[src/sleep_retention_pkg.sv]
// Constants, register map and default tables for the sleep retention register bank
package sleep_retention_pkg;

    // ------------------------------------------------------------
    // Sizes
    // ------------------------------------------------------------
    localparam int          NUM_RESOURCES   = 14;     // Ten regulators, four bucks
    localparam int          REG_W           = 8;      // Width of each retention register
    localparam int          AXI_ADDR_W      = 8;      // Byte address width of the slave
    localparam int          AXI_DATA_W      = 32;     // Data width of the slave
    localparam int          VARIANT_W       = 2;      // Width of factory variant select

    // ------------------------------------------------------------
    // Register indices (byte address is four times the index)
    // ------------------------------------------------------------
    localparam logic [7:0]  IDX_RETAIN_LOW  = 8'h27;  // Regulators one to eight
    localparam logic [7:0]  IDX_RETAIN_HIGH = 8'h28;  // Regulators nine, ten and bucks
    localparam logic [7:0]  IDX_STATUS      = 8'h30;  // Live sleep state, read only

    // ------------------------------------------------------------
    // Field layout
    // ------------------------------------------------------------
    localparam logic [7:0]  HIGH_WRITE_MASK = 8'h3F;  // Bits 7 and 6 reserved, read as zero
    localparam int          STATUS_ASLEEP   = 0;      // Status bit: sleep state active

    // ------------------------------------------------------------
    // Bus answers
    // ------------------------------------------------------------
    localparam logic [1:0]  RESP_OKAY       = 2'h0;   // Access done
    localparam logic [1:0]  RESP_SLVERR     = 2'h2;   // Unmapped address

    // ------------------------------------------------------------
    // Helpers
    // ------------------------------------------------------------
    // Byte address of a register index
    function automatic logic [AXI_ADDR_W-1:0] byte_addr(input logic [7:0] idx);
        byte_addr = {idx[5:0], 2'b00};
    endfunction : byte_addr

    // Factory default of the low retention register per programmed variant
    function automatic logic [REG_W-1:0] default_low(input logic [VARIANT_W-1:0] v);
        case (v)
            2'h0:    default_low = 8'hE6;
            2'h1:    default_low = 8'hE6;
            2'h2:    default_low = 8'h1A;
            default: default_low = 8'hFA;
        endcase
    endfunction : default_low

    // Factory default of the high retention register per programmed variant
    function automatic logic [REG_W-1:0] default_high(input logic [VARIANT_W-1:0] v);
        case (v)
            2'h0:    default_high = 8'h3B;
            2'h1:    default_high = 8'h3B;
            2'h2:    default_high = 8'h12;
            default: default_high = 8'h1F;
        endcase
    endfunction : default_high

endpackage : sleep_retention_pkg

[src/sleep_mode_if.sv]
// Interface between the register bank and the per-resource sleep mode decoder
`timescale 1ns/1ps
interface sleep_mode_if;
    import sleep_retention_pkg::*;

    logic [NUM_RESOURCES-1:0] retain;   // Stay fully active in sleep
    logic [NUM_RESOURCES-1:0] turnoff;  // Switch off in sleep unless retained
    logic                     asleep;   // Sleep state in force
    logic [NUM_RESOURCES-1:0] economy_low_power_mode;      // Resource wanted in economy mode
    logic [NUM_RESOURCES-1:0] off;      // Resource wanted switched off

    modport ctrl   (output retain, output turnoff, output asleep, input economy_low_power_mode, input off);
    modport decode (input retain, input turnoff, input asleep, output economy_low_power_mode, output off);
endinterface : sleep_mode_if

[src/sleep_mode_decoder.sv]
// Per-resource decode of sleep behaviour from retention and turn-off bits
`timescale 1ns/1ps
module sleep_mode_decoder
    import sleep_retention_pkg::*;
(
    sleep_mode_if.decode modes  // Retention, turn-off and sleep in; modes out
);

    // ------------------------------------------------------------
    // Mode decode
    // ------------------------------------------------------------
    // Outside sleep every resource stays active; the retained bit always wins
    always_comb begin
        for (int i = 0; i < NUM_RESOURCES; i++) begin
            if (!modes.asleep || modes.retain[i]) begin
                modes.economy_low_power_mode[i] = 1'b0;
                modes.off[i] = 1'b0;
            end else if (modes.turnoff[i]) begin
                modes.economy_low_power_mode[i] = 1'b0;
                modes.off[i] = 1'b1;
            end else begin
                modes.economy_low_power_mode[i] = 1'b1;
                modes.off[i] = 1'b0;
            end
        end
    end

endmodule : sleep_mode_decoder

[src/sleep_retention_control_regs.sv]
// Sleep retention register bank with AXI4-Lite slave and sleep mode outputs
// Strap is read only in reset
//
// The AXI4-Lite interface to the registers was chosen for this implementation.
`timescale 1ns/1ps
module sleep_retention_control_regs
    import sleep_retention_pkg::*;
(
    input  wire logic                     aclk,           // 25 MHz clock
    input  wire logic                     aresetn,        // Power-on reset, sync, low
    input  wire logic [VARIANT_W-1:0]     otp_variant,    // Factory programmed variant
    input  wire logic                     sleep_req,      // Sleep pin, asynchronous
    input  wire logic [NUM_RESOURCES-1:0] sleep_turnoff,  // Turn-off bits from own logic
    input  wire logic [AXI_ADDR_W-1:0]    s_axi_awaddr,   // Write address
    input  wire logic [2:0]               s_axi_awprot,   // Write protection, unused
    input  wire logic                     s_axi_awvalid,  // Write address valid
    output logic                          s_axi_awready,  // Write address ready
    input  wire logic [AXI_DATA_W-1:0]    s_axi_wdata,    // Write data
    input  wire logic [3:0]               s_axi_wstrb,    // Write byte strobes
    input  wire logic                     s_axi_wvalid,   // Write data valid
    output logic                          s_axi_wready,   // Write data ready
    output logic [1:0]                    s_axi_bresp,    // Write response code
    output logic                          s_axi_bvalid,   // Write response valid
    input  wire logic                     s_axi_bready,   // Write response ready
    input  wire logic [AXI_ADDR_W-1:0]    s_axi_araddr,   // Read address
    input  wire logic [2:0]               s_axi_arprot,   // Read protection, unused
    input  wire logic                     s_axi_arvalid,  // Read address valid
    output logic                          s_axi_arready,  // Read address ready
    output logic [AXI_DATA_W-1:0]         s_axi_rdata,    // Read data
    output logic [1:0]                    s_axi_rresp,    // Read response code
    output logic                          s_axi_rvalid,   // Read data valid
    input  wire logic                     s_axi_rready,   // Read data ready
    output logic [NUM_RESOURCES-1:0]      res_eco,        // Resource in economy mode
    output logic [NUM_RESOURCES-1:0]      res_off         // Resource switched off
);

    // ------------------------------------------------------------
    // Types
    // ------------------------------------------------------------
    // One write at a time
    typedef enum logic [1:0] {
        WR_ACCEPT = 2'b01,  // Collecting address and data
        WR_RESP   = 2'b10   // Holding the write response
    } wr_state_t;

    // One read at a time
    typedef enum logic [1:0] {
        RD_ACCEPT = 2'b01,  // Waiting for a read address
        RD_RESP   = 2'b10   // Holding the read data
    } rd_state_t;

    // ------------------------------------------------------------
    // Declarations
    // ------------------------------------------------------------
    logic [VARIANT_W-1:0]  otp_meta;        // Variant, first synchroniser stage
    logic [VARIANT_W-1:0]  otp_sync;        // Variant, second synchroniser stage
    logic                  sleep_meta;      // Sleep pin, first synchroniser stage
    logic                  sleep_sync;      // Sleep pin, second synchroniser stage

    // Retention storage
    logic [REG_W-1:0]      sleep_retain_ldo_low;                 // Regulators one to eight
    logic [REG_W-1:0]      sleep_retain_ldo_high_and_converters; // Nine, ten, bucks

    // Channel states
    wr_state_t             wr_state;        // Write channel state
    rd_state_t             rd_state;        // Read channel state

    // Write bookkeeping
    logic                  aw_held;         // Write address captured early
    logic                  w_held;          // Write data captured early
    logic [AXI_ADDR_W-1:0] awaddr_q;        // Captured write address
    logic [AXI_DATA_W-1:0] wdata_q;         // Captured write data
    logic [3:0]            wstrb_q;         // Captured write strobes

    // Write decode
    logic                  aw_fire;         // Address handshake this cycle
    logic                  w_fire;          // Data handshake this cycle
    logic                  do_write;        // Both halves present, commit now
    logic [AXI_ADDR_W-1:0] wr_addr;         // Effective write address
    logic [AXI_DATA_W-1:0] wr_data;         // Effective write data
    logic [3:0]            wr_strb;         // Effective write strobes
    logic                  wr_hit_low;      // Write targets low register
    logic                  wr_hit_high;     // Write targets high register
    logic                  wr_hit_stat;     // Write targets status register

    // Read path
    logic                  ar_fire;         // Read address handshake
    logic [AXI_DATA_W-1:0] next_rdata;      // Read data for the address taken
    logic [1:0]            next_rresp;      // Read answer for the address taken

    sleep_mode_if modes ();                 // Link to the mode decoder

    // ------------------------------------------------------------
    // Input synchronisers
    // ------------------------------------------------------------
    // The variant straps and sleep pin come from outside the clock domain
    // A static strap needs no gray code
    always_ff @(posedge aclk) begin
        otp_meta   <= otp_variant;
        otp_sync   <= otp_meta;
        sleep_meta <= sleep_req;
        sleep_sync <= sleep_meta;
    end

    // ------------------------------------------------------------
    // Write channel handshake
    // ------------------------------------------------------------
    // Each half is taken once; no new half enters while the response waits
    assign s_axi_awready = (wr_state == WR_ACCEPT) && !aw_held;
    assign s_axi_wready  = (wr_state == WR_ACCEPT) && !w_held;

    // Transfers this edge
    assign aw_fire       = s_axi_awvalid && s_axi_awready;
    assign w_fire        = s_axi_wvalid && s_axi_wready;
    assign do_write      = (wr_state == WR_ACCEPT) && (aw_held || aw_fire) && (w_held || w_fire);

    // Pick captured halves over live ones
    // Bus may have moved on
    assign wr_addr = aw_held ? awaddr_q : s_axi_awaddr;
    assign wr_data = w_held ? wdata_q : s_axi_wdata;
    assign wr_strb = w_held ? wstrb_q : s_axi_wstrb;

    // Address decode of the write
    // Status writes are dropped
    assign wr_hit_low  = (wr_addr == byte_addr(IDX_RETAIN_LOW));
    assign wr_hit_high = (wr_addr == byte_addr(IDX_RETAIN_HIGH));
    assign wr_hit_stat = (wr_addr == byte_addr(IDX_STATUS));

    // Capture a half that arrives before its partner
    // Commit frees the channel
    always_ff @(posedge aclk) begin
        if (!aresetn) begin
            aw_held  <= 1'b0;
            w_held   <= 1'b0;
            awaddr_q <= '0;
            wdata_q  <= '0;
            wstrb_q  <= '0;
        end else if (do_write) begin
            aw_held <= 1'b0;                 // Both consumed by the commit
            w_held  <= 1'b0;
        end else begin
            if (aw_fire) begin
                aw_held  <= 1'b1;
                awaddr_q <= s_axi_awaddr;
            end
            if (w_fire) begin
                w_held  <= 1'b1;
                wdata_q <= s_axi_wdata;
                wstrb_q <= s_axi_wstrb;
            end
        end
    end

    // Write response state and code
    // Stands until bready
    always_ff @(posedge aclk) begin
        if (!aresetn) begin
            wr_state     <= WR_ACCEPT;
            s_axi_bvalid <= 1'b0;
            s_axi_bresp  <= RESP_OKAY;
        end else begin
            case (wr_state)
                WR_ACCEPT: begin
                    if (do_write) begin
                        wr_state     <= WR_RESP;
                        s_axi_bvalid <= 1'b1;
                        // Status accepts writes silently; anything else unmapped errs
                        s_axi_bresp  <= (wr_hit_low || wr_hit_high || wr_hit_stat)
                                        ? RESP_OKAY : RESP_SLVERR;
                    end
                end
                WR_RESP: begin
                    // Leave on bready
                    if (s_axi_bready) begin
                        wr_state     <= WR_ACCEPT;
                        s_axi_bvalid <= 1'b0;
                    end
                end
                default: begin
                    // Illegal code
                    wr_state     <= WR_ACCEPT;
                    s_axi_bvalid <= 1'b0;
                end
            endcase
        end
    end

    // ------------------------------------------------------------
    // Retention registers
    // ------------------------------------------------------------
    // Reset reloads the factory pattern of the strapped variant; the strap
    // must be stable for the two synchroniser cycles inside the reset pulse
    always_ff @(posedge aclk) begin
        if (!aresetn) begin
            sleep_retain_ldo_low <= default_low(otp_sync);
            sleep_retain_ldo_high_and_converters <= default_high(otp_sync)
                                                    & HIGH_WRITE_MASK;
        end else if (do_write && wr_strb[0]) begin
            // Lane zero only
            if (wr_hit_low) begin
                sleep_retain_ldo_low <= wr_data[REG_W-1:0];
            end
            if (wr_hit_high) begin
                // Reserved bits never take a written one
                sleep_retain_ldo_high_and_converters <= wr_data[REG_W-1:0]
                                                        & HIGH_WRITE_MASK;
            end
        end
    end

    // ------------------------------------------------------------
    // Read channel
    // ------------------------------------------------------------
    // One read in flight
    assign s_axi_arready = (rd_state == RD_ACCEPT);
    assign ar_fire       = s_axi_arvalid && s_axi_arready;

    // Read mux; narrow data sits low and upper bits read zero
    // Status bit is synchronised
    always_comb begin
        next_rdata = '0;
        next_rresp = RESP_OKAY;
        if (s_axi_araddr == byte_addr(IDX_RETAIN_LOW)) begin
            next_rdata[REG_W-1:0] = sleep_retain_ldo_low;
        end else if (s_axi_araddr == byte_addr(IDX_RETAIN_HIGH)) begin
            next_rdata[REG_W-1:0] = sleep_retain_ldo_high_and_converters;
        end else if (s_axi_araddr == byte_addr(IDX_STATUS)) begin
            next_rdata[STATUS_ASLEEP] = sleep_sync;
        end else begin
            next_rresp = RESP_SLVERR;        // Unmapped address
        end
    end

    // Read answer one cycle after the address is taken
    always_ff @(posedge aclk) begin
        if (!aresetn) begin
            rd_state     <= RD_ACCEPT;
            s_axi_rvalid <= 1'b0;
            s_axi_rdata  <= '0;
            s_axi_rresp  <= RESP_OKAY;
        end else begin
            case (rd_state)
                RD_ACCEPT: begin
                    if (ar_fire) begin
                        // Latch with the address
                        rd_state     <= RD_RESP;
                        s_axi_rvalid <= 1'b1;
                        s_axi_rdata  <= next_rdata;
                        s_axi_rresp  <= next_rresp;
                    end
                end
                RD_RESP: begin
                    // Leave on rready
                    if (s_axi_rready) begin
                        rd_state     <= RD_ACCEPT;
                        s_axi_rvalid <= 1'b0;
                    end
                end
                default: begin
                    // Illegal code
                    rd_state     <= RD_ACCEPT;
                    s_axi_rvalid <= 1'b0;
                end
            endcase
        end
    end

    // ------------------------------------------------------------
    // Sleep mode decode
    // ------------------------------------------------------------
    // Bit order: regulators one to eight, then nine, ten, bucks one to four
    // Bits 7:6 carry no resource
    assign modes.retain  = {sleep_retain_ldo_high_and_converters[5:0],
                            sleep_retain_ldo_low};
    assign modes.turnoff = sleep_turnoff;
    assign modes.asleep  = sleep_sync;

    // Per-resource decode
    sleep_mode_decoder u_decoder (
        .modes (modes.decode)
    );

    // Registered so the power stages see glitch-free controls
    // Costs one cycle of latency
    always_ff @(posedge aclk) begin
        if (!aresetn) begin
            res_eco <= '0;
            res_off <= '0;
        end else begin
            // Follows decode by one edge
            res_eco <= modes.economy_low_power_mode;
            res_off <= modes.off;
        end
    end

endmodule : sleep_retention_control_regs

[config.mk]
export PLATFORM = sky130hd
export DESIGN_NAME = sleep_retention_control_regs
export DESIGN_NICKNAME = d
export VERILOG_FILES = /design/src/sleep_retention_pkg.sv /design/src/sleep_mode_if.sv /design/src/sleep_mode_decoder.sv /design/src/sleep_retention_control_regs.sv
export SDC_FILE = /design/constraint.sdc
export NUM_CORES = 1
export LEC_CHECK = 0
export ABC_AREA = 1
export BUFFER_PORTS_ARGS = -buffer_cell sky130_fd_sc_hd__buf_2
export CAP_MARGIN = 5
export CORE_MARGIN = 5
export CORE_UTILIZATION = 35
export CTS_CLUSTER_SIZE = 30
export DETAILED_ROUTE_END_ITERATION = 10
export PLACE_DENSITY_LB_ADDON = 0.15
export SLEW_MARGIN = 20
export SYNTH_ARGS = -nofsm -noshare
export SYNTH_HDL_FRONTEND = slang
export SYNTH_SLANG_ARGS = --single-unit
[constraint.sdc]
create_clock -name aclk -period 2.8 [get_ports aclk]
set_clock_uncertainty 0.2 [all_clocks]
set_input_delay 0.56 -clock aclk [delete_from_list [all_inputs] [get_ports aclk]]
set_output_delay 0.56 -clock aclk [all_outputs]
set_load 0.1 [all_outputs]
== Word-level counts from Yosys, hierarchy flattened ==
Index checks and enable logic that the tools add are counted.

* Bits in registers: 85
* Latch bits: 0
* Memory bits (writable): 0
* ROM bits: 0
* Output and inout bits: 69
* Logic and storage cells: 180
* Memories kept: 0

* Add/sub/neg operators: 0
* Multipliers: 0
* Divide/modulo/power cells: 0
* $lt $le $gt $ge: 0
* Equal/unequal tests: 19
* Shifts and indexed selects: 0
* Mux-type cells: 59
* Bitwise gates (word level): 2
* Reductions and logical operators: 54

{| class="wikitable"
|+ Operators by type and width
! cell !! number
|-
| 8-bit == test (second input constant) || 6
|-
| 8-bit 2-to-1 mux || 6
|-
| 1-bit 2-to-1 mux || 35
|-
| 2-bit OR reduction || 16
|-
| 1-bit logical OR || 18
|-
| 6-bit 2-to-1 mux || 3
|-
| 2-bit 2-to-1 mux || 8
|-
| 8-bit case mux with 2 select lines || 1
|-
| 2-bit AND reduction || 8
|-
| 6-bit case mux with 2 select lines || 1
|-
| 1-bit logical AND || 8
|-
| 2-bit by 1-bit != test with 1-bit output (second input constant) || 4
|-
| 2-bit case mux with 2 select lines || 2
|-
| 2-bit by 1-bit == test with 1-bit output (second input constant) || 3
|-
| 2-bit == test (second input constant) || 3
|-
| 2-bit != test (second input constant) || 3
|-
| 5-bit 2-to-1 mux || 1
|-
| 1-bit case mux with 2 select lines || 2
|-
| 1-bit zero test || 3
|-
| 2-bit zero test || 1
|-
| 1-bit inverter || 2
|}

== Longest topological paths before layout ==
Gate-level depths: netlist of the first run.

* Word-level depth: 9
* Depth in mapped cells: 10

== By module ==
A second synthesis of the first run with hierarchy kept.

* Cells, all modules: 491
* Area, all modules: 3587.2 sq um

{| class="wikitable"
|+ By module, submodules not included
! module !! times used !! cells each !! area each (sq um) !! sequential area each (sq um)
|-
| sleep_retention_control_regs || 1 || 420 || 3313.2 || 1761.7
|-
| sleep_mode_decoder || 1 || 71 || 274.0 || 0.0
|}

== Worst setup path before layout of the first run ==
Ideal clock, no wire load.

* Path type: reg-to-reg
* From: reg, netlist name s_axi_rvalid
* To: reg s_axi_rdata[4]
* Setup time: 0.115 ns
* Arrival time: 2.870 ns
* Required time: 2.485 ns
* Slack: -0.386 ns
* Cell stages (with the launch flop): 8
* Period minus slack after synthesis: 3.186 ns
* Cells stage by stage: dfxtp_1 nor2_1 nand2_1 clkinv_1 buf_2 nand2_1 o21ai_0 inv_1

{| class="wikitable"
|+ RTL lines
! item !! RTL line !! RTL
|-
| end signal, assigned || sleep_retention_control_regs.sv:248 || <nowiki>s_axi_rdata <= next_rdata;</nowiki>
|-
| end, declared || sleep_retention_control_regs.sv:29 || <nowiki>output logic [AXI_DATA_W-1:0] s_axi_rdata,</nowiki>
|}

== Final worst setup path of the first run ==
* From: reg aw_held
* To: reg sleep_retain_ldo_low[0], enable pin

* Longest elaborated chain between the ends: 9
* Elaborated cells on any way between the ends: 12
* Classes of those cells: 3 x eq/ne; 1 x mux; 8 x reduce/logical

{| class="wikitable"
|+ Ends and longest elaborated chain
! item !! RTL line !! RTL
|-
| start, declared || sleep_retention_control_regs.sv:69 || <nowiki>logic aw_held;</nowiki>
|-
| start signal, assigned || sleep_retention_control_regs.sv:133 || <nowiki>aw_held <= 1'b0;</nowiki>
|-
| start signal, assigned || sleep_retention_control_regs.sv:139 || <nowiki>aw_held <= 1'b0;</nowiki>
|-
| start signal, assigned || sleep_retention_control_regs.sv:143 || <nowiki>aw_held <= 1'b1;</nowiki>
|-
| 1-bit zero test || sleep_retention_control_regs.sv:109 || <nowiki>assign s_axi_awready = (wr_state == WR_ACCEPT) && !aw_held;</nowiki>
|-
| 1-bit logical AND || sleep_retention_control_regs.sv:109 ||
|-
| 1-bit logical AND || sleep_retention_control_regs.sv:113 || <nowiki>assign aw_fire = s_axi_awvalid && s_axi_awready;</nowiki>
|-
| 1-bit logical OR || sleep_retention_control_regs.sv:115 || <nowiki>assign do_write = (wr_state == WR_ACCEPT) && (aw_held || aw_fire) && (w_held || w_fire);</nowiki>
|-
| 1-bit logical AND (2 in a row) || sleep_retention_control_regs.sv:115 ||
|-
| 1-bit logical AND || sleep_retention_control_regs.sv:198 || <nowiki>end else if (do_write && wr_strb[0]) begin</nowiki>
|-
| 2-bit by 1-bit != test with 1-bit output (no line) || n/a ||
|-
| 2-bit AND reduction (no line) * || n/a ||
|-
| end signal, assigned || sleep_retention_control_regs.sv:195 || <nowiki>sleep_retain_ldo_low <= default_low(otp_sync);</nowiki>
|-
| end signal, assigned || sleep_retention_control_regs.sv:201 || <nowiki>sleep_retain_ldo_low <= wr_data[REG_W-1:0];</nowiki>
|-
| end, declared || sleep_retention_control_regs.sv:61 || <nowiki>logic [REG_W-1:0] sleep_retain_ldo_low;</nowiki>
|}

Every way passes the cells marked *; elsewhere a longest branch is shown, timed or not.
A chain may end at the register's enable or synchronous reset.

==> load_flow_metrics.sql, run 1 <==
INSERT INTO impl_metrics (metric_group, metric, value, unit) VALUES
('clocking', 'cts.root.buffer_cell', 'clkbuf_8', ''),
('worst_setup_path', 'setup.worst_path.start_class', 'register', ''),
('placed_design', 'hpwlAfterDp', '5.46', 'mm'),
('timing', 'rsz_0062_raised_after_global_routing', 'false', ''),
('grt', 'initial_antenna_violation_count', '0', ''),
('final_layout', 'count_of_filler_cells_inserted_in_the_layout', '1003', ''),
('synth', 'netlist_instances', '415', ''),
('timing', 'slew_violations', '0', ''),
('final_layout', 'register_area', '0.00176', 'mm^2'),
('worst_setup_path', 'worst_path_max_delay_cell', 'dfxtp_1', ''),
('route', 'vias_per_cell', '4.27', ''),
('synth', 'synth_seq_area_share', '0.528', ''),
('route', 'drtIter0Drc', '101', ''),
('clocking', 'cts_htree_levels', '3', ''),
('worst_setup_path', 'critPathCaptureType', 'register', ''),
('clocking', 'tritoncts.num_buffers', '9', ''),
('floorplanning', 'rows', '35', ''),
('floorplanning', 'initial_util', '0.359', ''),
('clocking', 'cts_post_setup_buffers_inserted', '0', ''),
('final_layout', 'layout.nets', '590', ''),
('clocking', 'max-clock-path-buffers', '2', ''),
('synth', 'avgSynthCellArea', '8.04', 'um^2'),
('worst_setup_path', 'critical_path_required_time', '2.67', 'ns'),
('route', 'wl_per_cell', '11.3', 'um'),
('worst_setup_path', 'crit_fanout', '15', ''),
('timing', 'worst_hold_slack', '0.101', 'ns'),
('clocking', 'cts_tree', 'done', ''),
('route', 'drt_wl_total', '7.27', 'mm'),
('synth', 'netlist_area', '0.00334', 'mm^2'),
('placed_design', 'gp_congestion', '0.726', ''),
('clocking', 'ctsResizeCount', '0', ''),
('timing', 'finalHoldViolations', '0', ''),
('clocking', 'clk_pin_slew_worst_paths', '0.10', 'ns'),
('grt', 'grt_use_total', '0.129', ''),
('clocking', 'hold_buffers', '0', ''),
('timing', 'worstMarginPinSlew', '0.524', 'ns'),
('floorplanning', 'ios', '151', ''),
('hold_path', 'holdCritPathClass', 'in2reg', ''),
('run_status', 'run_status', 'complete, no violations', ''),
('worst_setup_path', 'setup.worst_path.class', 'reg2reg', ''),
('timing', 'post-route-period-util', '0.791', ''),
('power', 'power.density', '792', 'mW/mm^2'),
('grt', 'via_count_of_the_first_global_routing_pass', '2481', ''),
('final_layout', 'num_antenna_cells', '0', ''),
('hold_path', 'min-delay-start', 'otp_variant[1]', ''),
('timing', 'setup_violations', '0', ''),
('placed_design', 'minimum_setup_slack_after_placement', '0.583', 'ns'),
('power', 'p_leak', '1.99', 'nW'),
('route', 'drt.antenna.violating_nets', '0', ''),
('final_layout', 'area_of_the_multi_input_gates', '0.00124', 'mm^2'),
('worst_setup_path', 'cp-startpoint', 'aw_held$_SDFFE_PP0P_', ''),
('power', 'max-vdd-ir-drop', '0.454', 'mV'),
('grt', 'grt_overflow_total', '0', ''),
('worst_setup_path', 'worst-endpoint-arrival', '2.08', 'ns'),
('synth', 'yosys.cell_types.count', '28', ''),
('floorplanning', 'die_x', '108', 'um'),
('route', 'vias', '2743', ''),
('final_layout', 'layout-area-overhead-vs-synth', '20.8', '%'),
('timing', 'final.setup.worst_slack', '0.585', 'ns'),
('worst_setup_path', 'regToRegStartpoint', 'aw_held$_SDFFE_PP0P_', ''),
('synth', 'yosys_warns', '0', ''),
('grt', 'grt_max_degree', '37', ''),
('worst_setup_path', 'timing.critical_path.slowest_cell_delay', '0.66', 'ns'),
('floorplanning', 'design.core.area', '0.00928', 'mm^2'),
('timing', 'final_period_minus_worst_setup_slack', '2.21', 'ns'),
('final_layout', 'postLayoutCellArea', '0.00403', 'mm^2'),
('grt', 'grt_first_pass_wirelength', '11.8', 'mm'),
('synth', 'ys_ff_latch', '81', ''),
('final_layout', 'fraction_of_final_layout_cells_sized_beyond_drive_strength_1', '0.238', ''),
('floorplanning', 'die_height', '108', 'um'),
('clocking', 'clock_sink_count', '81', ''),
('placed_design', 'post_dp_cell_area', '0.00383', 'mm^2'),
('route', 'drcViolationCount', '0', ''),
('timing', 'max-slew-margin-rel', '0.650', ''),
('timing', 'timing.fmax', '452', 'MHz'),
('worst_setup_path', 'cells_along_the_critical_path', 'inv_2 -> nand2_1 -> nand2_1 -> nor2_1 -> nand2_1 -> nor2_2 -> nor2_1 -> nor2_1 -> buf_4', ''),
('placed_design', 'port_buffer_count', '91', ''),
('floorplanning', 'die_area', '0.0116', 'mm^2'),
('timing', 'setup-tns-final', '0', 'ns'),
('power', 'total_power', '3.19', 'mW'),
('route', 'drtPass1Iterations', '4', ''),
('clocking', 'clk-insertion-delay-late', '0.36', 'ns'),
('job', 'max-cap-violations', '0', '');
==> per-layer routing <==
| metal | share of wire | global-route usage | wire length [um] |
|---|---|---|---|
| met1 | 0.50 | 0.183 | 3660 |
| met2 | 0.41 | 0.183 | 2960 |
| met3 | 0.076 | 0.0498 | 555 |
| met4 | 0.013 | 0.0352 | 97 |
| met5 | 0 | 0 | 0 |
==> layout make-up <==
type,instances,area share
Multi-Input combinational cell,274,0.307
Sequential cell,81,0.437
Inverter,46,0.0428
Clock inverter,6,0.0133
Tap cell,129,0.0400
Clock buffer,10,0.0369
Timing Repair Buffer,96,0.122
==> synth_stat cells (all sizes together) <==
library cell  instances  area [um^2]
o21a                  5         37.5
dfxtp                67         1340
nand2                81          307
nor3b                14          105
o21ai                43          219
inv                  44          165
clkbuf                6         22.5
nand3b                2         18.8
nor2                 67          262
nand4                 1         6.26
edfxtp               14          420
or2                   1         6.26
conb                  1         3.75
o31ai                 1         7.51
buf                  33          241
nor3                 16         80.1
a21oi                10         50.1
clkinv                2         7.51
nand3                 7         35.0
==> worst max-delay path: cells and delay by family, from the launching register on <==
| kind | cells | cell delay [ns] |
|---|---|---|
| buffers and inverters | 2 | 0.39 |
| flip-flops | 1 | 0.66 |
| AND/OR/NAND/NOR | 7 | 0.65 |
==> power breakdown <==
group	internal [mW]	total [mW]	switching [mW]
clock network	0.395	0.863	0.468
registers	1.31	1.39	0.0829
logic	0.187	0.940	0.753
==> sequential cells by signal (all words and copies together), names as in the netlist, 2 cells and up <==
signal,cells
otp_sync,2
sleep_retain_ldo_low,8
res_eco,14
s_axi_rdata,8
wdata_q,8
otp_meta,2
res_off,14
awaddr_q,8
sleep_retain_ldo_high_and_converters,6
==> cell usage in the layout, fill, tap and decap left out <==
master and instances:
a21oi_1 10, buf_2 91, buf_4 5, clkbuf_16 1, clkbuf_8 9, clkinv_1 2, clkinvlp_4 1, conb_1 26
dfxtp_1 67, edfxtp_1 14, inv_1 42, inv_2 2, inv_6 4, inv_8 1, nand2_1 80, nand2_2 1
nand3_1 7, nand3b_1 1, nand3b_2 1, nand4_1 1, nor2_1 62, nor2_2 4, nor2_4 1, nor3_1 16
nor3b_1 14, o21a_1 5, o21ai_0 38, o21ai_1 4, o21ai_2 1, o31ai_1 1, or2_1 1
==> logic make-up after synthesis <==
logic type      Yosys count  share of synthesized area
flops                    81                      0.528
other cells               1                    0.00112
compound gates           59                     0.0942
simple gates            189                      0.246
buf+inv                  85                      0.131
==> metrics by stage <==
step | utilization | std cells
after floorplan | - | 440
after global placement | 0.412 | 626
after detailed placement | 0.412 | 626
after CTS | 0.434 | 642
after global routing | 0.434 | 642
final | 0.434 | 642
==> path summary, 6_finish.rpt <==
path | cells after the start | endpoint | slack (ns)
hold reg to reg | 0 | modes.asleep$_DFF_P_ | 0.13
hold / removal | 1 | otp_meta[1]$_DFF_P_ | 0.10
setup reg to reg | 9 | sleep_retain_ldo_low[0]$_SDFFCE_PN0P_ | 0.59
setup / recovery | 9 | sleep_retain_ldo_low[0]$_SDFFCE_PN0P_ | 0.59
Note: power is estimated with default switching activity, not from simulation.
==> run 2, diff against run 1 <==
==> constraint.sdc (replaced) <==
create_clock -name aclk -period 1.8 [get_ports aclk]
set_clock_uncertainty 0.2 [all_clocks]
set_input_delay 0.36 -clock aclk [delete_from_list [all_inputs] [get_ports aclk]]
set_output_delay 0.36 -clock aclk [all_outputs]
set_load 0.1 [all_outputs]
==> run 2 against run 1 <==
Effect of this change: wire length up 4.5%; global-route usage up 0.090 points; fmax up 25%; via count up 3.1%; largest power group unchanged; critical endpoint is now sleep_retain_ldo_low[2]$_DFFE_PP_; critical path type unchanged; design area up 10%.
==> load_flow_metrics.sql, run 2 (synthesized netlist as in run 1, its figures left out) <==
INSERT INTO impl_metrics (metric_group, metric, value, unit) VALUES
('run_status', 'run_status', 'complete, no violations', ''),
('worst_setup_path', 'reg2reg_to', 'sleep_retain_ldo_low[2]$_DFFE_PP_', ''),
('final_layout', 'layout-area-overhead-vs-synth', '33.4', '%'),
('timing', 'setup_violations', '0', ''),
('grt', 'grt_max_degree', '37', ''),
('worst_setup_path', 'timing.critical_path.slowest_cell_delay', '0.39', 'ns'),
('route', 'drt.antenna.violating_nets', '0', ''),
('timing', 'timing.fmax', '564', 'MHz'),
('worst_setup_path', 'cells_along_the_critical_path', 'buf_12 -> nand2_4 -> nand2_4 -> nor2_4 -> nand2_1 -> nor2_2 -> nor2_1 -> nor2_2 -> buf_12', ''),
('final_layout', 'num_antenna_cells', '0', ''),
('power', 'p_leak', '2.15', 'nW'),
('placed_design', 'hpwlAfterDp', '5.48', 'mm'),
('worst_setup_path', 'worst-r2r-cell-count', '9', ''),
('timing', 'finalHoldViolations', '0', ''),
('grt', 'via_count_of_the_first_global_routing_pass', '2568', ''),
('floorplanning', 'design.core.area', '0.00928', 'mm^2'),
('worst_setup_path', 'setup.worst_path.end', 'sleep_retain_ldo_low[2]$_DFFE_PP_', ''),
('clocking', 'cts_htree_levels', '3', ''),
('worst_setup_path', 'crit_fanout', '8', ''),
('timing', 'post-route-period-util', '0.986', ''),
('worst_setup_path', 'regToRegStartpoint', 'aw_held$_SDFFE_PP0P_', ''),
('clocking', 'max-clock-path-buffers', '2', ''),
('floorplanning', 'die_area', '0.0116', 'mm^2'),
('final_layout', 'fraction_of_final_layout_cells_sized_beyond_drive_strength_1', '0.285', ''),
('grt', 'grt_first_pass_wirelength', '12.0', 'mm'),
('clocking', 'cts_tree', 'done', ''),
('placed_design', 'port_buffer_count', '91', ''),
('final_layout', 'layout.cells.most_common_list', 'buf_2 (88), nand2_1 (68), dfxtp_1 (63)', ''),
('floorplanning', 'initial_util', '0.359', ''),
('worst_setup_path', 'cp-startpoint', 'aw_held$_SDFFE_PP0P_', ''),
('floorplanning', 'die_height', '108', 'um'),
('clocking', 'clk_pin_slew_worst_paths', '0.10', 'ns'),
('route', 'drtIter0Drc', '143', ''),
('final_layout', 'utilization', '0.479', ''),
('final_layout', 'layout_commonest_cell', 'buf_2', ''),
('hold_path', 'holdCritPathClass', 'in2reg', ''),
('worst_setup_path', 'setup.worst_path.start_class', 'register', ''),
('floorplanning', 'rows', '35', ''),
('grt', 'grt_use_total', '0.130', ''),
('timing', 'final_period_minus_worst_setup_slack', '1.77', 'ns'),
('timing', 'slew_violations', '0', ''),
('placed_design', 'gp_congestion', '0.740', ''),
('worst_setup_path', 'r2r_slack', '0.03', 'ns'),
('route', 'drt_wl_total', '7.60', 'mm'),
('floorplanning', 'ios', '151', ''),
('worst_setup_path', 'worst-endpoint-arrival', '1.64', 'ns'),
('worst_setup_path', 'worst_path_max_delay_cell', 'dfxtp_4', ''),
('grt', 'grt_overflow_total', '0', ''),
('floorplanning', 'die_x', '108', 'um'),
('clocking', 'clk-insertion-delay-late', '0.36', 'ns'),
('route', 'drcViolationCount', '0', ''),
('route', 'wl_per_cell', '11.4', 'um'),
('clocking', 'tritoncts.num_buffers', '9', ''),
('clocking', 'clock_sink_count', '81', ''),
('power', 'power.density', '1170', 'mW/mm^2'),
('clocking', 'cts.root.buffer_cell', 'clkbuf_8', ''),
('job', 'max-cap-violations', '0', ''),
('route', 'drtPass1Iterations', '4', ''),
('grt', 'initial_antenna_violation_count', '0', ''),
('route', 'vias_per_cell', '4.25', ''),
('route', 'vias', '2829', ''),
('power', 'max-vdd-ir-drop', '0.738', 'mV'),
('worst_setup_path', 'critical_path_required_time', '1.67', 'ns'),
('timing', 'worst_hold_slack', '0.0244', 'ns'),
('timing', 'rsz_0062_raised_after_global_routing', 'true', ''),
('worst_setup_path', 'setup.worst_path.class', 'reg2reg', ''),
('final_layout', 'layout.nets', '614', ''),
('worst_setup_path', 'critPathCaptureType', 'register', ''),
('final_layout', 'largest_registers', 'res_eco x14, res_off x14', '');
-- run 2: routing by layer --
metal  global-route usage  vias to the layer above  part of all wire
li1                     -                     1499                 -
met1                0.182                     1223              0.48
met2                0.192                       95              0.43
met3               0.0330                       12             0.075
met4               0.0514                        0             0.016
met5                    0                        -                 0
-- run 2: area by class of cell --
type,count,area (um^2)
fill,966,4830
sequential,81,1770
multi-input combinational,274,1350
timing repair buffer,120,795
inverter,46,190
tap,129,161
clock buffer,9,124
clock inverter,7,61.3
-- run 2: worst max-delay path, delay by kind of cell, from the launching register on --
kind,cells,cell delay (ns)
flip-flops,1,0.39
buffers and inverters,2,0.29
AND/OR/NAND/NOR,7,0.60
-- run 2: metrics by stage --
stage / total power [mW] / setup slack [ns] / cells / TNS, ns / cell area, um^2
floorplan: 3.53 / -0.111 / 440 / -1.85 / 3510
global placement: 3.86 / -0.00713 / 631 / -0.0649 / 3990
global route: 5.53 / -0.0749 / 666 / -0.717 / 4450
CTS: 5.19 / 0.00646 / 664 / 0 / 4360
finish: 5.21 / 0.0260 / 666 / 0 / 4450
detailed placement: 3.88 / -0.0135 / 631 / -0.157 / 3990
-- run 2: report_power, final --
group	switching, mW	internal [mW]
clock	0.713	0.527
sequential	0.117	2.04
combinational	1.31	0.513
total	2.14	3.08
-- run 2: worst min path at each step --
stage,from,to,slack [ns],depth (start not counted)
2_1_floorplan,sleep_meta$_DFF_P_,modes.asleep$_DFF_P_,0.11,0
3_3_place_gp,otp_meta[0]$_DFF_P_,otp_sync[0]$_DFF_P_,0.11,0
3_5_place_dp,sleep_meta$_DFF_P_,modes.asleep$_DFF_P_,0.11,0
4_1_cts,s_axi_bready,wr_state[0]$_SDFFE_PN1P_,0.01,3
5_1_grt,s_axi_bready,wr_state[0]$_SDFFE_PN1P_,0.04,3
6_report,s_axi_bready,wr_state[0]$_SDFFE_PN1P_,0.02,3
-- run 2: timing repair --
item | in CTS | in global routing
pin swaps | 1 | 16
gates cloned | 0 | 1
hold endpoints to repair | 17 | 0
resized for setup | 4 | 20
hold buffers | 17 | 0
setup endpoints to repair | 16 | 15
setup buffers | 0 | 1
==> run 3, diff against run 2 <==
--- a/config.mk
+++ b/config.mk
@@ -8,8 +8,10 @@
 export ABC_AREA = 1
 export BUFFER_PORTS_ARGS = -buffer_cell sky130_fd_sc_hd__buf_2
 export CAP_MARGIN = 5
+export CORE_ASPECT_RATIO = 0.7
 export CORE_MARGIN = 5
 export CORE_UTILIZATION = 35
+export CTS_BUF_LIST = sky130_fd_sc_hd__clkbuf_4
 export CTS_CLUSTER_SIZE = 30
 export DETAILED_ROUTE_END_ITERATION = 10
 export PLACE_DENSITY_LB_ADDON = 0.15
==> constraint.sdc (replaced) <==
create_clock -name aclk -period 1.7 [get_ports aclk]
set_clock_uncertainty 0.2 [all_clocks]
set_input_delay 0.34 -clock aclk [delete_from_list [all_inputs] [get_ports aclk]]
set_output_delay 0.34 -clock aclk [all_outputs]
set_load 0.1 [all_outputs]
==> run 3 against run 2 <==
Effect of this change: the flow now finishes with violations (setup timing); critical path depth is 4 lower; count of clock-buffer cells in the layout stayed put; utilization increased by 6.1 points; sequential share of layout area shrank 4.1 points; non-clock buffer count is 39 higher; flip-flop and latch count did not move; global-route usage grew 1.5 points; die area up 0.27%; setup slack worse by 0.25 ns; wire length up 12%; critical endpoint is now s_axi_wready.
==> load_flow_metrics.sql, run 3 (synthesized netlist as in run 1, its figures left out) <==
INSERT INTO impl_metrics (metric_group, metric, value, unit) VALUES
('grt', 'grt_first_pass_wirelength', '13.6', 'mm'),
('clocking', 'clock_sink_count', '81', ''),
('timing', 'timing.fmax', '520', 'MHz'),
('final_layout', 'layout.nets', '654', ''),
('worst_setup_path', 'worst-r2r-cell-count', '9', ''),
('floorplanning', 'die_x', '127', 'um'),
('grt', 'use_met1', '0.203', ''),
('floorplanning', 'design.core.area', '0.00918', 'mm^2'),
('grt', 'grt_max_usage_layer', 'met2', ''),
('route', 'wl_per_cell', '12.2', 'um'),
('floorplanning', 'rows', '29', ''),
('placed_design', 'minimum_setup_slack_after_placement', '-0.0899', 'ns'),
('worst_setup_path', 'regToRegStartpoint', 's_axi_bvalid$_SDFFE_PN0P_', ''),
('final_layout', 'fraction_of_final_layout_cells_sized_beyond_drive_strength_1', '0.319', ''),
('run_status', 'violations_in_the_final_reports', 'setup timing', ''),
('route', 'vias_per_cell', '4.39', ''),
('timing', 'worst_hold_slack', '0.0206', 'ns'),
('clocking', 'cts_htree_levels', '3', ''),
('grt', 'initial_antenna_violation_count', '0', ''),
('worst_setup_path', 'r2r_slack', '-0.20', 'ns'),
('final_layout', 'layout_commonest_cell', 'nand2_1', ''),
('final_layout', 'area_of_the_multi_input_gates', '0.00140', 'mm^2'),
('power', 'p_leak', '2.35', 'nW'),
('route', 'vias', '3076', ''),
('run_status', 'run_status', 'finished with violations', ''),
('final_layout', 'count_of_filler_cells_inserted_in_the_layout', '879', ''),
('hold_path', 'hold_path_end', 'rd_state[0]$_SDFFE_PN1P_', ''),
('worst_setup_path', 'critical_path_required_time', '1.16', 'ns'),
('timing', 'setup-tns-final', '-3.25', 'ns'),
('route', 'drcViolationCount', '0', ''),
('route', 'drt_wl_total', '8.54', 'mm'),
('worst_setup_path', 'reg2reg_to', 'sleep_retain_ldo_low[0]$_SDFFCE_PN0P_', ''),
('hold_path', 'min-delay-start', 's_axi_arvalid', ''),
('timing', 'final.setup.worst_slack', '-0.222', 'ns'),
('final_layout', 'layout-area-overhead-vs-synth', '48.7', '%'),
('hold_path', 'holdCritPathClass', 'in2reg', ''),
('grt', 'grt_max_degree', '37', ''),
('worst_setup_path', 'worst_path_max_delay_cell', 'dfxtp_4', ''),
('clocking', 'clk-insertion-delay-late', '0.45', 'ns'),
('final_layout', 'register_area', '0.00177', 'mm^2'),
('timing', 'final_period_minus_worst_setup_slack', '1.92', 'ns'),
('hold_path', 'hold_depth', '4', ''),
('timing', 'slew_violations', '0', ''),
('worst_setup_path', 'worst-endpoint-arrival', '1.38', 'ns'),
('placed_design', 'gp_congestion', '0.758', ''),
('worst_setup_path', 'setup.worst_path.start_class', 'register', ''),
('clocking', 'cts.root.buffer_cell', 'clkbuf_4', ''),
('floorplanning', 'die_area', '0.0116', 'mm^2'),
('route', 'drt.antenna.violating_nets', '0', ''),
('route', 'drtIter0Drc', '131', ''),
('placed_design', 'hpwlAfterDp', '5.84', 'mm'),
('final_layout', 'layout.cells.most_common_list', 'nand2_1 (74), dfxtp_1 (62), nor2_1 (57)', ''),
('floorplanning', 'initial_util', '0.363', ''),
('placed_design', 'numPlacedInstances', '636', ''),
('final_layout', 'stdcell_count', '701', ''),
('final_layout', 'largest_registers', 'res_eco x14, res_off x14', ''),
('power', 'max-vdd-ir-drop', '0.879', 'mV'),
('worst_setup_path', 'crit_fanout', '4', ''),
('placed_design', 'port_buffer_count', '91', ''),
('worst_setup_path', 'critPathCaptureType', 'output port', ''),
('job', 'max-cap-violations', '0', ''),
('clocking', 'tritoncts.num_buffers', '9', ''),
('clocking', 'cts_tree', 'done', ''),
('final_layout', 'utilization', '0.540', ''),
('timing', 'rsz_0062_raised_after_global_routing', 'true', ''),
('clocking', 'clk_pin_slew_worst_paths', '0.14', 'ns'),
('grt', 'groute.layer.met2.usage', '0.215', ''),
('power', 'power.density', '1170', 'mW/mm^2'),
('grt', 'grt_use_total', '0.146', ''),
('clocking', 'max-clock-path-buffers', '2', ''),
('final_layout', 'num_antenna_cells', '0', ''),
('timing', 'post-route-period-util', '1.13', ''),
('timing', 'finalHoldViolations', '0', ''),
('worst_setup_path', 'setup.worst_path.class', 'reg2out', ''),
('floorplanning', 'die_height', '91.7', 'um'),
('grt', 'grt_overflow_total', '0', ''),
('route', 'drtPass1Iterations', '4', ''),
('worst_setup_path', 'cells_along_the_critical_path', 'inv_4 -> nand2_8 -> buf_6 -> nor2_4 -> buf_12', ''),
('grt', 'globalRouteMet3Util', '0.0505', ''),
('worst_setup_path', 'timing.critical_path.slowest_cell_delay', '0.37', 'ns'),
('grt', 'via_count_of_the_first_global_routing_pass', '2885', ''),
('timing', 'setup_violations', '22', ''),
('floorplanning', 'ios', '151', '');
-- run 3: cell types whose count changed in the layout (fill, tap and decap cells not counted), sizes merged --
| cell | before | now |
|---|---|---|
| nand3b | 2 | 3 |
| clkinv | 3 | 2 |
| dlygate4sd3 | 17 | 35 |
| inv | 48 | 50 |
| buf | 102 | 123 |
| clkinvlp | 2 | 0 |
| bufinv | 0 | 1 |
-- run 3: critical path, delay by kind of cell (launching register included) --
family                 cells  cell delay, ns
buffers and inverters      3            0.37
DFF                        1            0.37
and+or+nand+nor            2            0.19
-- run 3: worst max-delay path by stage --
stage	start	end	slack, ns	cells after the start
CTS	s_axi_bvalid$_SDFFE_PN0P_	s_axi_wready	-0.27	5
global route	s_axi_bvalid$_SDFFE_PN0P_	s_axi_wready	-0.29	5
finish	s_axi_bvalid$_SDFFE_PN0P_	s_axi_wready	-0.22	5
global placement	aw_held$_SDFFE_PP0P_	sleep_retain_ldo_low[1]$_SDFFCE_PN1P_	-0.08	8
floorplan	s_axi_bvalid$_SDFFE_PN0P_	wdata_q[0]$_SDFFE_PN0P_	-0.17	7
detailed placement	aw_held$_SDFFE_PP0P_	sleep_retain_ldo_low[1]$_SDFFCE_PN1P_	-0.09	8
-- run 3: stage by stage --
step / instance area, um^2 / power (mW)
floorplan: 3530 / 3.75
global placement: 4080 / 4.17
detailed placement: 4080 / 4.19
CTS: 4780 / 5.62
global route: 4960 / 6.08
finish: 4960 / 5.78
-- run 3: repair_timing --
action,4_1_cts,5_1_grt
endpoints found under the setup margin,65,42
buffers inserted,7,9
hold buffers,35,0
gates cloned,0,2
gates resized for setup,56,34
hold endpoints to repair,51,0
pin swaps,7,14
-- run 3: layout make-up --
| class | instances | area share |
|---|---|---|
| clock buffers | 9 | 0.0136 |
| well taps | 124 | 0.0313 |
| flip-flops and latches | 81 | 0.357 |
| clock inverters | 7 | 0.0161 |
| inverters | 46 | 0.0383 |
| multi-input cells | 275 | 0.282 |
| repair buffers | 159 | 0.261 |
-- run 3: power by group --
part           switching, mW  internal [mW]  leakage (nW)  total [mW]
sequential             0.128           2.16         0.682        2.28
clock                  0.737          0.476        0.0841        1.21
combinational           1.49          0.795          1.58        2.28
-- run 3: routing by layer --
layer	share of wire	up-vias	wire length [um]
met5	0	-	0
met3	0.089	12	763
met2	0.41	120	3490
li1	-	1579	-
met4	0.012	0	102
met1	0.49	1365	4190
